File: src/hdl/adc_opt_defines.svh
/*
 * Constants for the ADC conversion option block: register offsets,
 * field positions, reset values, channel codes and timing figures.
 * Assumes inclusion by bare name from the package and the design.
 */
`ifndef ADC_OPT_DEFINES_SVH
`define ADC_OPT_DEFINES_SVH

`define ADDR_CFG6          8'h10
`define ADDR_TACH_SEL      8'h55
`define ADDR_CFG2          8'h73
`define ADDR_CFG4          8'h7D

`define CFG6_SLOW_BIT      7
`define CFG2_AVG_OFF_BIT   4
`define CFG2_BYPASS_BIT    5
`define CFG2_SINGLE_BIT    6
`define CFG4_BYP_V25_BIT   4
`define CFG4_BYP_CORE_BIT  5
`define CFG4_BYP_V5_BIT    6
`define CFG4_BYP_V12_BIT   7
`define SEL_HI             7
`define SEL_LO             4

`define REG_RESET          8'h00
`define UNMAPPED_READ      8'h00

`define CH_V25             4'h0
`define CH_CORE            4'h1
`define CH_SUPPLY          4'h2
`define CH_V5              4'h3
`define CH_V12             4'h4
`define CH_REMOTE1         4'h5
`define CH_LOCAL           4'h6
`define CH_REMOTE2         4'h7
`define CH_TERM            4'h8
`define CH_IMON            4'h9
`define CH_LAST            4'h9

`define AVG_LAST           4'hF
`define AVG_SHIFT          4

`define CLK_MHZ            20
`define T_VOLT_US          700
`define T_LOCAL_US         1300
`define T_REMOTE_US        7000
`define T_CYCLE_US         146500
`define T_SLOW_US          240000

`endif

File: src/hdl/adc_opt_pkg.sv
/*
 * Types for the ADC conversion option block.
 * Assumes the defines header sits beside it.
 */
`include "adc_opt_defines.svh"

package adc_opt_pkg;

    typedef enum logic [1:0] {
        SEQ_START,
        SEQ_SAMPLE,
        SEQ_GAP
    } seq_state_t;

    typedef logic [22:0] tick_t;
    typedef logic [3:0]  chan_t;
    typedef logic [13:0] acc_t;

endpackage

File: src/hdl/adc_conversion_options.sv
/*
 * ADC conversion sequencer with averaging, attenuator bypass,
 * single-channel mode and cycle timing, plus its option registers.
 * Assumes an on-chip converter on SYS_CLK that holds a valid
 * ADC_CODE by the end of each sample period, and a register port
 * on the same clock.
 */
`timescale 1ns/1ps

`include "adc_opt_defines.svh"

module adc_conversion_options
    import adc_opt_pkg::*;
#(
    parameter int unsigned VOLT_CYC   = `T_VOLT_US * `CLK_MHZ,
    parameter int unsigned LOCAL_CYC  = `T_LOCAL_US * `CLK_MHZ,
    parameter int unsigned REMOTE_CYC = `T_REMOTE_US * `CLK_MHZ,
    parameter int unsigned CYCLE_CYC  = `T_CYCLE_US * `CLK_MHZ,
    parameter int unsigned SLOW_CYC   = `T_SLOW_US * `CLK_MHZ
) (
    input  wire logic       SYS_CLK,       // 20 MHz clock
    input  wire logic       RST_N,         // async reset, low
    input  wire logic [7:0] REG_ADDR,      // register offset
    input  wire logic [7:0] REG_WDATA,     // write data
    input  wire logic       REG_WR,        // write strobe
    input  wire logic       REG_RD,        // read strobe
    output logic      [7:0] REG_RDATA,     // read data
    input  wire logic [9:0] ADC_CODE,      // converter result
    output logic            ADC_START,     // sample start pulse
    output logic      [3:0] ADC_CHAN,      // mux channel
    output logic      [4:0] GLOBAL_ATTENUATOR_BYPASS_BYPASS,   // attenuator bypass
    output logic            RES_VALID,     // result strobe
    output logic      [3:0] RES_CHAN,      // result channel
    output logic      [9:0] RES_CODE,      // result code
    output logic      [7:0] TACH_MIN_HIGH  // fan limit high byte
);

    localparam tick_t VOLT_T   = tick_t'(VOLT_CYC - 1);
    localparam tick_t LOCAL_T  = tick_t'(LOCAL_CYC - 1);
    localparam tick_t REMOTE_T = tick_t'(REMOTE_CYC - 1);
    localparam tick_t CYCLE_T  = tick_t'(CYCLE_CYC - 1);
    localparam tick_t SLOW_T   = tick_t'(SLOW_CYC - 1);

    logic [7:0] cfg6_ff;
    logic [7:0] nxt_cfg6;
    logic [7:0] tach_ff;
    logic [7:0] nxt_tach;
    logic [7:0] cfg2_ff;
    logic [7:0] nxt_cfg2;
    logic [7:0] cfg4_ff;
    logic [7:0] nxt_cfg4;
    logic [7:0] rdata_ff;
    logic [7:0] nxt_rdata;

    // register file
    always_comb begin
        nxt_cfg6  = cfg6_ff;
        nxt_tach  = tach_ff;
        nxt_cfg2  = cfg2_ff;
        nxt_cfg4  = cfg4_ff;
        nxt_rdata = rdata_ff;
        if (REG_WR) begin
            unique case (REG_ADDR)
                `ADDR_CFG6: begin
                    nxt_cfg6 = REG_WDATA;
                end
                `ADDR_TACH_SEL: begin
                    nxt_tach = REG_WDATA;
                end
                `ADDR_CFG2: begin
                    nxt_cfg2 = REG_WDATA;
                end
                `ADDR_CFG4: begin
                    nxt_cfg4 = REG_WDATA;
                end
                default: begin
                end
            endcase
        end
        if (REG_RD) begin
            unique case (REG_ADDR)
                `ADDR_CFG6: begin
                    nxt_rdata = cfg6_ff;
                end
                `ADDR_TACH_SEL: begin
                    nxt_rdata = tach_ff;
                end
                `ADDR_CFG2: begin
                    nxt_rdata = cfg2_ff;
                end
                `ADDR_CFG4: begin
                    nxt_rdata = cfg4_ff;
                end
                default: begin
                    nxt_rdata = `UNMAPPED_READ;
                end
            endcase
        end
    end

    always_ff @(posedge SYS_CLK or negedge RST_N) begin
        if (!RST_N) begin
            cfg6_ff  <= `REG_RESET;
            tach_ff  <= `REG_RESET;
            cfg2_ff  <= `REG_RESET;
            cfg4_ff  <= `REG_RESET;
            rdata_ff <= `REG_RESET;
        end else begin
            cfg6_ff  <= nxt_cfg6;
            tach_ff  <= nxt_tach;
            cfg2_ff  <= nxt_cfg2;
            cfg4_ff  <= nxt_cfg4;
            rdata_ff <= nxt_rdata;
        end
    end

    logic  avg_off;
    logic  gbyp;
    logic  single;
    logic  slow;
    chan_t sel_chan;

    // option bits decoded from the config registers
    assign avg_off  = cfg2_ff[`CFG2_AVG_OFF_BIT];
    assign gbyp     = cfg2_ff[`CFG2_BYPASS_BIT];
    assign single   = cfg2_ff[`CFG2_SINGLE_BIT];
    assign slow     = cfg6_ff[`CFG6_SLOW_BIT];
    // out-of-table selections fall back to the 2.5 V input
    assign sel_chan = (tach_ff[`SEL_HI:`SEL_LO] > `CH_LAST) ?
                      `CH_V25 : tach_ff[`SEL_HI:`SEL_LO];

    // sample period minus one for a channel
    function automatic tick_t period(input chan_t ch, input logic sg);
        tick_t p;
        p = VOLT_T;
        if (sg) begin
            p = VOLT_T;
        end else if (ch == `CH_REMOTE1 || ch == `CH_REMOTE2) begin
            p = REMOTE_T;
        end else if (ch == `CH_LOCAL) begin
            p = LOCAL_T;
        end
        return p;
    endfunction

    seq_state_t state_ff;
    seq_state_t nxt_state;
    chan_t      chan_ff;
    chan_t      nxt_chan;
    tick_t      timer_ff;
    tick_t      nxt_timer;
    tick_t      cycle_ff;
    tick_t      nxt_cycle;
    tick_t      cycle_len;
    logic [3:0] cnt_ff;
    logic [3:0] nxt_cnt;
    acc_t       acc_ff;
    acc_t       nxt_acc;
    acc_t       sum;
    logic       start_ff;
    logic       nxt_start;
    logic       rvalid_ff;
    logic       nxt_rvalid;
    chan_t      rchan_ff;
    chan_t      nxt_rchan;
    logic [9:0] rcode_ff;
    logic [9:0] nxt_rcode;
    logic [4:0] byp_ff;
    logic [4:0] nxt_byp;

    assign cycle_len = slow ? SLOW_T : CYCLE_T;
    assign sum       = acc_ff + {4'h0, ADC_CODE};

    // conversion sequencer
    always_comb begin
        nxt_state  = state_ff;
        nxt_chan   = chan_ff;
        nxt_timer  = timer_ff;
        nxt_cnt    = cnt_ff;
        nxt_acc    = acc_ff;
        nxt_start  = 1'b0;
        nxt_rvalid = 1'b0;
        nxt_rchan  = rchan_ff;
        nxt_rcode  = rcode_ff;
        // free-running pass timer, saturates instead of wrapping
        nxt_cycle  = (cycle_ff == '1) ? cycle_ff : cycle_ff + 23'h000001;
        unique case (state_ff)
            SEQ_START: begin
                nxt_chan  = single ? sel_chan : chan_ff;
                nxt_timer = period(nxt_chan, single);
                nxt_start = 1'b1;
                nxt_state = SEQ_SAMPLE;
            end
            SEQ_SAMPLE: begin
                if (timer_ff != 23'h000000) begin
                    nxt_timer = timer_ff - 23'h000001;
                end else if (avg_off || single || cnt_ff == `AVG_LAST) begin
                    // last sample of the channel hands over a result
                    nxt_rvalid = 1'b1;
                    nxt_rchan  = chan_ff;
                    nxt_rcode  = (avg_off || single) ? ADC_CODE : sum[13:`AVG_SHIFT];
                    nxt_acc    = '0;
                    nxt_cnt    = 4'h0;
                    nxt_state  = SEQ_START;
                    if (single) begin
                        nxt_chan = sel_chan;
                    end else if (chan_ff == `CH_LAST) begin
                        nxt_chan = `CH_V25;
                        if (avg_off) begin
                            nxt_cycle = '0;
                        end else begin
                            nxt_state = SEQ_GAP;
                        end
                    end else begin
                        nxt_chan = chan_ff + 4'h1;
                    end
                end else begin
                    // not the last of sixteen: keep accumulating
                    nxt_acc   = sum;
                    nxt_cnt   = cnt_ff + 4'h1;
                    nxt_state = SEQ_START;
                end
            end
            SEQ_GAP: begin
                // pad the averaged pass out to the cycle length
                if (single || avg_off || cycle_ff >= cycle_len) begin
                    nxt_cycle = '0;
                    nxt_state = SEQ_START;
                end
            end
            // spare state code: restart the sequence
            default: begin
                nxt_state = SEQ_START;
            end
        endcase
    end

    // attenuator bypass per voltage input
    always_comb begin
        nxt_byp    = {5{gbyp}};
        nxt_byp[0] = gbyp | cfg4_ff[`CFG4_BYP_V25_BIT];
        nxt_byp[1] = gbyp | cfg4_ff[`CFG4_BYP_CORE_BIT];
        nxt_byp[3] = gbyp | cfg4_ff[`CFG4_BYP_V5_BIT];
        nxt_byp[4] = gbyp | cfg4_ff[`CFG4_BYP_V12_BIT];
    end

    // registered so the bypass pins come straight from flops
    always_ff @(posedge SYS_CLK or negedge RST_N) begin
        if (!RST_N) begin
            byp_ff <= 5'h00;
        end else begin
            byp_ff <= nxt_byp;
        end
    end

    always_ff @(posedge SYS_CLK or negedge RST_N) begin
        if (!RST_N) begin
            state_ff  <= SEQ_START;
            chan_ff   <= `CH_V25;
            timer_ff  <= '0;
            cycle_ff  <= '0;
            cnt_ff    <= 4'h0;
            acc_ff    <= '0;
            start_ff  <= 1'b0;
            rvalid_ff <= 1'b0;
            rchan_ff  <= 4'h0;
            rcode_ff  <= 10'h000;
        end else begin
            state_ff  <= nxt_state;
            chan_ff   <= nxt_chan;
            timer_ff  <= nxt_timer;
            cycle_ff  <= nxt_cycle;
            cnt_ff    <= nxt_cnt;
            acc_ff    <= nxt_acc;
            start_ff  <= nxt_start;
            rvalid_ff <= nxt_rvalid;
            rchan_ff  <= nxt_rchan;
            rcode_ff  <= nxt_rcode;
        end
    end

    assign REG_RDATA     = rdata_ff;
    assign ADC_START     = start_ff;
    assign ADC_CHAN      = chan_ff;
    assign GLOBAL_ATTENUATOR_BYPASS_BYPASS   = byp_ff;
    assign RES_VALID     = rvalid_ff;
    assign RES_CHAN      = rchan_ff;
    assign RES_CODE      = rcode_ff;
    assign TACH_MIN_HIGH = tach_ff;

endmodule

File: config.mk
export PLATFORM = sky130hd
export DESIGN_NAME = adc_conversion_options
export DESIGN_NICKNAME = d
export VERILOG_FILES = /design/src/hdl/adc_opt_pkg.sv /design/src/hdl/adc_conversion_options.sv
export VERILOG_INCLUDE_DIRS = /design/src /design/src/hdl
export SDC_FILE = /design/constraint.sdc
export NUM_CORES = 1
export LEC_CHECK = 0
export BUFFER_PORTS_ARGS = -buffer_cell sky130_fd_sc_hd__buf_4
export CAP_MARGIN = 10
export CORE_MARGIN = 4
export CORE_UTILIZATION = 59
export DETAILED_ROUTE_END_ITERATION = 7
export PLACE_DENSITY = 0.83
export RECOVER_POWER = 50
export SYNTH_ARGS = -nofsm -noshare
export SYNTH_HDL_FRONTEND = slang
export SYNTH_SLANG_ARGS = --single-unit
export TNS_END_PERCENT = 5
File: constraint.sdc
create_clock -name SYS_CLK -period 2.61 [get_ports SYS_CLK]
set_input_delay 0 -clock SYS_CLK [delete_from_list [all_inputs] [get_ports SYS_CLK]]
set_output_delay 0 -clock SYS_CLK [all_outputs]
set_load 0.01 [all_outputs]
==> results of run 1 <==
==> cell usage after synthesis, types with 7 or more instances <==
cell type    n  area share
nand2_1     71       0.039
a21oi_1     31       0.022
o21ai_0     36       0.026
nand3_1     17       0.012
a221oi_1    10       0.013
and3_1       8      0.0073
ha_1        25       0.045
xnor2_1     24       0.030
nor4_1      11       0.010
or3_1        8      0.0073
inv_1       23       0.013
o22ai_1     11       0.010
nor2_1      69       0.038
nor3_1      11      0.0080
clkbuf_1    17      0.0093
dfrtp_1    131        0.48
a31oi_1      8      0.0073
nand4_1     18       0.016
xor2_1      14       0.018
a21o_1      10       0.011
a22o_1      12       0.015
mux2_2      33       0.054
o31ai_1      7      0.0076
==> metal layers <==
layer | share of wire | track usage | up-vias | wire (um)
li1 | - | - | 2759 | -
met1 | 0.40 | 0.352 | 2926 | 7130
met2 | 0.52 | 0.492 | 264 | 9350
met3 | 0.061 | 0.0731 | 44 | 1100
met4 | 0.026 | 0.107 | 0 | 473
met5 | 0 | 0 | - | 0
==> layout make-up <==
| type | count | area [sq um] | share of cell area |
|---|---|---|---|
| clock buffers | 17 | 425 | 0.0512 |
| clock inverters | 12 | 136 | 0.0164 |
| inverters | 23 | 86.3 | 0.0104 |
| multi-input cells | 516 | 3440 | 0.414 |
| flip-flops and latches | 131 | 3280 | 0.395 |
| well taps | 143 | 179 | 0.0215 |
| repair buffers | 113 | 764 | 0.0920 |
==> cells by family after synthesis <==
kind of cell | Yosys count
fa+ha+maj | 26
mux | 34
xor+xnor | 38
buf+inv | 47
simple gates | 256
compound gates | 162
flops | 131
==> metrics by stage <==
stage	cell area (sq um)	power, uW	hold WS [ns]	setup TNS (ns)	instances
after floorplan	6900	2250	-0.296	0	694
after global placement	7680	2390	0.0754	0	905
after global routing	8310	4850	0.0638	-0.129	955
after detailed placement	7680	2410	0.0864	0	905
final	8310	4680	0.0585	0	955
after CTS	8440	4710	0.0429	0	954
==> timing repair <==
item	CTS	global route
hold buffers	19	0
pin swaps	0	1
hold endpoints to repair	100	0
endpoints found under the setup margin	1	47
buffers inserted	1	1
gates resized for setup	0	5
==> worst max-delay path by stage <==
stage | startpoint | endpoint | cells after the start
after floorplan | timer_ff[0] | cycle_ff[14] | 8
after detailed placement | timer_ff[0] | state_ff[0] | 7
after CTS | timer_ff[0] | state_ff[0] | 7
final | timer_ff[0] | acc_ff[11] | 8
after global routing | timer_ff[1] | acc_ff[11] | 8
after global placement | timer_ff[0] | state_ff[0] | 7
==> flip-flops by register name, indices dropped and copies added, names as in the netlist <==
register and count:
TACH_MIN_HIGH 8, cnt_ff 4, acc_ff 14, state_ff 2, cycle_ff 23, RES_CODE 10
cfg6_ff 8, ADC_START 1, REG_RDATA 8, RES_VALID 1, cfg2_ff 8, ADC_CHAN 4
timer_ff 23, RES_CHAN 4, GLOBAL_ATTENUATOR_BYPASS_BYPASS 5, cfg4_ff 8
==> report_power, final <==
group,total [uW],internal [uW],switching (uW)
combinational,302,128,175
sequential,2090,2060,25.1
clock,2290,1390,897
total,4680,3580,1100
==> worst max-delay path: cells and delay by family (launching register included) <==
family / cells / cell delay (ns)
AO/OA/AOI/OAI: 1 / 0.14
adder cells (fa/ha/maj): 1 / 0.20
buffers and inverters: 2 / 0.27
flip-flops: 1 / 0.40
AND/OR/NAND/NOR: 4 / 1.43
==> flow_summary.toml, run 1 <==
[global_route]
grt_pass1_wl_um = 30100
antenna_found_initial = 0
grt_remaining_overflow = 0
track_usage = 0.287
grt_max_degree = 53
grt_pass1_vias = 6121

[critical_path]
path_max_fanout = 6
ff2ff_setup_slack_ns = 0.04
start_kind = "register"
reg2reg_depth = 8
r2r_start = "timer_ff[0]"
critPathKind = "register to register"
worst_path_max_delay_cell = "or3b_2"
required_ns = 2.92
critPathMaxStageDelay_ns = 0.50
crit_chain = "inv_1 -> ha_2 -> or3b_2 -> nor4b_4 -> buf_4 -> nand4_1 -> or3_1 -> o21ai_0"
arrival_ns = 2.88
cp-end-kind = "register"
rr_endpoint = "acc_ff[11]"

[die]
rows = 39
dieArea_sq_mm = 0.0135
fp.dieH_um = 116
start_util = 0.604
coreArea_sq_mm = 0.0114
die_x_um = 116
io_pins = 71

[synthesis]
synth_top_family_by_area = "simple AND/OR/NAND/NOR gates"
synth-seq-cells = 131
syn_nets = 750
synthMuxAreaShare = 0.0553
synth_flop_cell = "dfrtp_1"
synth-adder-area-share = 0.0482
ys_seq_area_frac = 0.475
yosys_warnings = 0
synth-compound-area-share = 0.157
synth_cell_types = 59
syn_inst = 694
synth-edff-count = 0
synthXorXnorAreaFrac = 0.0482
synthArstFlopShare = 1.00
yosys.area_share.simple = 0.187
syn-cell-area_sq_mm = 0.00690
avgSynthCellArea_sq_um = 9.94

[power]
p_leak_uw = 0.00372
ir_drop_v = 0.000560
p_per_area_mw_per_mm2 = 563

[clock_tree]
htreeDepth = 4
clkTransAtPathRegs_ns = 0.06
clock_sinks = 131
cts.path.max_buffers = 2
root_buffer = "clkbuf_16"
numCtsBuffers = 17
clkLatencyLatePin_ns = 0.43
cts_tree = "built"

[cells_and_area]
insertedDiodeCount = 0
syn_to_final_growth_pct = 20.4
final_common_cell = "dfrtp_1"
postLayoutCoreUtil = 0.728
nNetsFinal = 858
nFillCells = 853
final_cell_mix = "131 x dfrtp_1, 71 x nand2_1, 68 x nor2_1"
drive_gt1_frac = 0.169

[sta]
report.final.setup_viol = 0
worst_pin_slew_ns = 1.36
fin_skew_ns = 0.00768
hold_viol_final = 0
fin_ws_ns = 0.0403
fin_crit_ns = 2.57
finalCritPeriodShare = 0.985
slew_viol_final = 0
timing.fmax_ghz = 0.389
max_slew_margin = 0.0940
rsz0062_at_grt = "true"

[worst_hold_path]
min_to = "RES_CODE[3]"
min_path_type = "input pin to register"
min-delay-start = "ADC_CODE[3]"
hold-path-cell-count = 4

[status]
status = "completed"

[place]
place_hpwl_um = 12300
globalplace.congestion = 0.845
place_ws_ns = 0.00367
portBuffers = 70

[routing]
ant_nets = 0
drc = 0
wirelength_um = 18000
viasPerCell = 6.28
drt_iter0_drc = 498
dr.pass1.iters = 5
wl_per_cell_um = 18.9
vias = 5993

[job]
cap_violations = 0
Note: power is estimated with default switching activity, not from simulation.
==> run 2: changes to the inputs <==
--- a/config.mk
+++ b/config.mk
@@ -9,10 +9,12 @@
 export BUFFER_PORTS_ARGS = -buffer_cell sky130_fd_sc_hd__buf_4
 export CAP_MARGIN = 10
 export CORE_MARGIN = 4
-export CORE_UTILIZATION = 59
+export CORE_UTILIZATION = 61
 export DETAILED_ROUTE_END_ITERATION = 7
-export PLACE_DENSITY = 0.83
+export HOLD_SLACK_MARGIN = 0.15
+export PLACE_DENSITY = 0.85
 export RECOVER_POWER = 50
+export REMOVE_ABC_BUFFERS = 1
 export SYNTH_ARGS = -nofsm -noshare
 export SYNTH_HDL_FRONTEND = slang
 export SYNTH_SLANG_ARGS = --single-unit
==> constraint.sdc (replaced) <==
create_clock -name SYS_CLK -period 3.3 [get_ports SYS_CLK]
set_input_delay 0 -clock SYS_CLK [delete_from_list [all_inputs] [get_ports SYS_CLK]]
set_output_delay 0 -clock SYS_CLK [all_outputs]
set_load 0.01 [all_outputs]
==> run 2 against run 1 <==
Compared with the run above:
- final cell count decreased by 0.84%
- non-clock buffer count fell by 8
- power down 20%
- die area shrank 3.1%
- hold slack better by 0.20 ns
- combinational power shrank 24%
- flip-flop and latch count is the same
- core utilization rose by 2.2 points
- largest cell class unchanged
- sequential power decreased by 21%
- clock power decreased by 19%
==> flow_summary.toml, run 2 (synthesized netlist as in run 1, its figures left out) <==
[status]
status = "completed"

[place]
globalplace.congestion = 0.880
place_hpwl_um = 11600
portBuffers = 70
dp.cells = 895
place_ws_ns = 0.580

[routing]
wirelength_um = 18100
vias = 6030
viasPerCell = 6.37
ant_nets = 0
dr.pass1.iters = 5
drt_iter0_drc = 567
wl_per_cell_um = 19.1
drc = 0

[die]
io_pins = 71
rows = 38
coreArea_sq_mm = 0.0109
fp.dieH_um = 114
dieArea_sq_mm = 0.0131
start_util = 0.631
die_x_um = 114

[clock_tree]
clock_sinks = 131
numCtsBuffers = 17
post_cts.repair.setup_buffers = 0
cts_hold_buf = 20
cts_resized = 0
root_buffer = "clkbuf_16"
clkLatencyLatePin_ns = 0.43
htreeDepth = 4
cts_tree = "built"
cts.path.max_buffers = 2
clkTransAtPathRegs_ns = 0.06

[sta]
worst_pin_slew_ns = 1.48
tns_ns = 0
hold_viol_final = 0
finalHoldWorstSlack_ns = 0.257
timing.fmax_ghz = 0.364
fin_crit_ns = 2.75
slew_viol_final = 0
fin_ws_ns = 0.553
report.final.setup_viol = 0
max_slew_margin = 0.0129
rsz0062_at_grt = "false"
finalCritPeriodShare = 0.832
fin_skew_ns = 0.00722

[worst_hold_path]
min-delay-start = "REG_WR"
min_path_type = "input pin to register"
hold-path-cell-count = 3
min_to = "cfg4_ff[2]"

[critical_path]
cpMostUsedCell = "inv_1"
critPathKind = "register to register"
reg2reg_depth = 8
start_kind = "register"
worst_path_max_delay_cell = "or3b_2"
cp-startpoint = "timer_ff[0]"
cp-end-kind = "register"
arrival_ns = 3.07
rr_endpoint = "RES_CODE[4]"
critPathMaxStageDelay_ns = 0.51
path_max_fanout = 14
crit_chain = "inv_1 -> ha_1 -> or3b_2 -> nor4b_4 -> nand4_1 -> inv_1 -> o211ai_1 -> o21a_1"
ff2ff_setup_slack_ns = 0.55
required_ns = 3.62
r2r_start = "timer_ff[0]"

[cells_and_area]
register_area_sq_mm = 0.00328
syn_to_final_growth_pct = 18.8
reg_top3 = "cycle_ff (23), timer_ff (23), acc_ff (14)"
insertedDiodeCount = 0
final_common_cell = "dfrtp_1"
postLayoutCoreUtil = 0.749
drive_gt1_frac = 0.147
nNetsFinal = 850
nFillCells = 771
stdcell_count = 947
final_cell_mix = "131 x dfrtp_1, 71 x nand2_1, 69 x nor2_1"
multi_input_area_sq_mm = 0.00341

[power]
p_leak_uw = 0.00365
p_per_area_mw_per_mm2 = 456
ir_drop_v = 0.000399

[global_route]
grt_max_degree = 59
grt_pass1_vias = 5993
antenna_found_initial = 0
grt_pass1_wl_um = 29500
grt_remaining_overflow = 0
track_usage = 0.285

[job]
cap_violations = 0
run 2: changes by cell type in the layout (fill, tap and decap cells not counted), sizes merged:
cell / delta
inv: -2
dlygate4sd3: +1
clkbuf: +9
clkinvlp: +2
buf: -15
run 2: critical path, delay by kind of cell (launching register included):
kind / cells / cell delay [ns]
simple gates: 3 / 1.19
buf+inv: 2 / 0.52
flops: 1 / 0.42
compound gates: 2 / 0.31
fa+ha+maj: 1 / 0.18
run 2: how the worst max path moves through the flow:
stage                  end  cells past startpoint
5_1_grt        RES_CODE[7]                      6
2_1_floorplan  cycle_ff[2]                      7
3_5_place_dp   RES_CODE[4]                      8
3_3_place_gp   RES_CODE[7]                      8
4_1_cts        RES_CODE[4]                      8
6_report       RES_CODE[4]                      8
run 2: final cells by class:
cell class | count | share of cell area
Sequential cell | 131 | 0.400
Multi-Input combinational cell | 516 | 0.416
Timing Repair Buffer | 105 | 0.0811
Clock inverter | 12 | 0.0163
Clock buffer | 20 | 0.0545
Inverter | 23 | 0.0105
Tap cell | 140 | 0.0214
run 2: power breakdown:
part / switching, uW / total, uW / internal (uW)
Clock: 725 / 1850 / 1130
Combinational: 132 / 230 / 97.8
Sequential: 23.0 / 1650 / 1630
run 2: through the flow:
step           power (uW)  cell area [sq um]
6_report             3740               8190
5_1_grt              3850               8190
4_1_cts              3750               8380
3_5_place_dp         1900               7600
3_3_place_gp         1890               7600
2_1_floorplan        1770               6790
run 2: routing by layer:
layer  GRT usage  vias up  part of all wire
li1            -     2743                 -
met1       0.357     2959              0.41
met2       0.478      273              0.50
met3      0.0581       55             0.059
met4       0.130        0             0.029
met5           0        -                 0
==> run 3: changes to the inputs <==
--- a/config.mk
+++ b/config.mk
@@ -9,10 +9,10 @@
 export BUFFER_PORTS_ARGS = -buffer_cell sky130_fd_sc_hd__buf_4
 export CAP_MARGIN = 10
 export CORE_MARGIN = 4
-export CORE_UTILIZATION = 61
+export CORE_UTILIZATION = 54
 export DETAILED_ROUTE_END_ITERATION = 7
 export HOLD_SLACK_MARGIN = 0.15
-export PLACE_DENSITY = 0.85
+export PLACE_DENSITY = 0.8
 export RECOVER_POWER = 50
 export REMOVE_ABC_BUFFERS = 1
 export SYNTH_ARGS = -nofsm -noshare
==> constraint.sdc (replaced) <==
create_clock -name SYS_CLK -period 2.25 [get_ports SYS_CLK]
set_input_delay 0 -clock SYS_CLK [delete_from_list [all_inputs] [get_ports SYS_CLK]]
set_output_delay 0 -clock SYS_CLK [all_outputs]
set_load 0.01 [all_outputs]
==> run 3 against run 2 <==
Compared with the run above:
- the flow now finishes with violations (negative setup slack)
- via count grew 6.8%
- cell area increased by 11%
- register-to-register slack worse by 0.67 ns
- routed wire length grew 11%
- sequential power up 47%
- clock-buffer cell count is 1 lower
- first-iteration DRC count increased by 28%
- clock power up 56%
- largest cell class unchanged
==> flow_summary.toml, run 3 (synthesized netlist as in run 1, its figures left out) <==
[status]
status = "finished, violations left"
violations = "negative setup slack"

[sta]
slew_viol_final = 0
report.final.setup_viol = 62
fin_ws_ns = -0.118
rsz0062_at_grt = "true"
hold_viol_final = 0
fin_crit_ns = 2.37
max_slew_margin = 0.472
finalHoldWorstSlack_ns = 0.257
fin_skew_ns = 0.0113
worst_pin_slew_ns = 0.791
tns_ns = -3.49
timing.fmax_ghz = 0.422
finalCritPeriodShare = 1.05

[power]
ir_drop_v = 0.000585
p_per_area_mw_per_mm2 = 623
p_leak_uw = 0.00406
power_uw = 5690

[critical_path]
start_kind = "register"
critPathMaxStageDelay_ns = 0.41
critPathTopFamily = "simple AND/OR/NAND/NOR gates"
arrival_ns = 2.67
required_ns = 2.55
path_max_fanout = 3
critPathBufInv = 2
cp-end-kind = "register"
crit_chain = "inv_2 -> ha_4 -> or3b_4 -> nor4b_4 -> buf_4 -> a31oi_4 -> a31oi_1 -> mux2_2"
worst_path_max_delay_cell = "dfrtp_1"
critPathKind = "register to register"

[global_route]
antenna_found_initial = 0
track_usage = 0.268
grt_max_degree = 41
grt_pass1_wl_um = 31400
grt_pass1_vias = 6464
grt_remaining_overflow = 0

[die]
io_pins = 71
fp.dieH_um = 121
start_util = 0.549
dieArea_sq_mm = 0.0146
coreArea_sq_mm = 0.0126
die_x_um = 121
rows = 41

[routing]
dr.pass1.iters = 5
wirelength_um = 20200
viasPerCell = 6.16
drt_iter0_drc = 727
drc = 0
vias = 6439
wl_per_cell_um = 19.3
ant_nets = 0

[place]
place_area_sq_mm = 0.00804
globalplace.congestion = 0.938
place_hpwl_um = 12500
place_ws_ns = -0.207
portBuffers = 70

[cells_and_area]
final_common_cell = "dfrtp_1"
nFillCells = 846
insertedDiodeCount = 0
final_cell_mix = "131 x dfrtp_1, 88 x buf_4, 68 x nand2_1"
drive_gt1_frac = 0.259
design_area_sq_mm = 0.00913
nNetsFinal = 916
syn_to_final_growth_pct = 32.3
reg_top3 = "cycle_ff (23), timer_ff (23), acc_ff (14)"

[job]
cap_violations = 0

[clock_tree]
clkTransAtPathRegs_ns = 0.06
numCtsBuffers = 17
htreeDepth = 4
clock_sinks = 131
cts_tree = "built"
cts.path.max_buffers = 2
clkLatencyLatePin_ns = 0.43
root_buffer = "clkbuf_16"

[worst_hold_path]
min_path_type = "input pin to register"
run 3: cell types whose count changed in the layout (fill, tap and decap cells not counted), moves of 5 or more:
cell / delta
buf_4: +51
o21ai_0: -10
o21ai_1: +9
buf_6: +8
nor4_1: -7
nor4_2: +7
inv_6: +5
run 3: worst reg2reg max path, cell delays in order (launching register included):
cell     delay [ns]
dfrtp_1        0.41
inv_2          0.10
ha_4           0.14
or3b_4         0.40
nor4b_4        0.29
buf_4          0.19
a31oi_4        0.10
a31oi_1        0.25
mux2_2         0.37
run 3: metal layers:
metal	GRT usage	vias to the layer above	share of wire
met5	0	-	0
met4	0.115	0	0.033
met3	0.0513	76	0.070
met2	0.453	334	0.51
met1	0.335	3147	0.39
li1	-	2882	-
run 3: report_power, final:
part           total (uW)  internal (uW)  switching [uW]
Combinational         387            167             220
Sequential           2420           2390            28.1
Clock                2880           1790            1090
run 3: path summary, 6_finish.rpt:
check                                 start  slack [ns]  cells after the start                                 end
worst max register to register  timer_ff[1]       -0.12                      8                         state_ff[0]
worst min-delay path                 REG_WR        0.26                      3                          cfg6_ff[6]
worst min register to register   cfg2_ff[5]        0.48                      0  GLOBAL_ATTENUATOR_BYPASS_BYPASS[2]
worst max-delay path            timer_ff[1]       -0.12                      8                         state_ff[0]
min in group asynchronous             RST_N        0.71                      3                         timer_ff[3]
max in group asynchronous             RST_N        0.27                      4                        timer_ff[14]
run 3: stage by stage:
step / utilization / std cells
2_1_floorplan: - / 670
6_report: 0.726 / 1045
4_1_cts: 0.716 / 1036
3_3_place_gp: 0.640 / 975
5_1_grt: 0.726 / 1045
3_5_place_dp: 0.640 / 975
run 3: timing repair:
action,4_1_cts,5_1_grt
resized for setup,18,57
hold buffers,22,0
buffers inserted,7,8
cloned,0,1
setup endpoints to repair,80,97
pin swaps,4,17
endpoints found under the hold margin,184,0
run 3: layout make-up:
type,instances,area (sq um),share of cell area
Multi-Input combinational cell,516,3670,0.402
Sequential cell,131,3280,0.359
Timing Repair Buffer,171,1260,0.138
Clock buffer,19,443,0.0485
Tap cell,172,215,0.0236
Clock inverter,13,170,0.0186
Inverter,23,86.3,0.00946
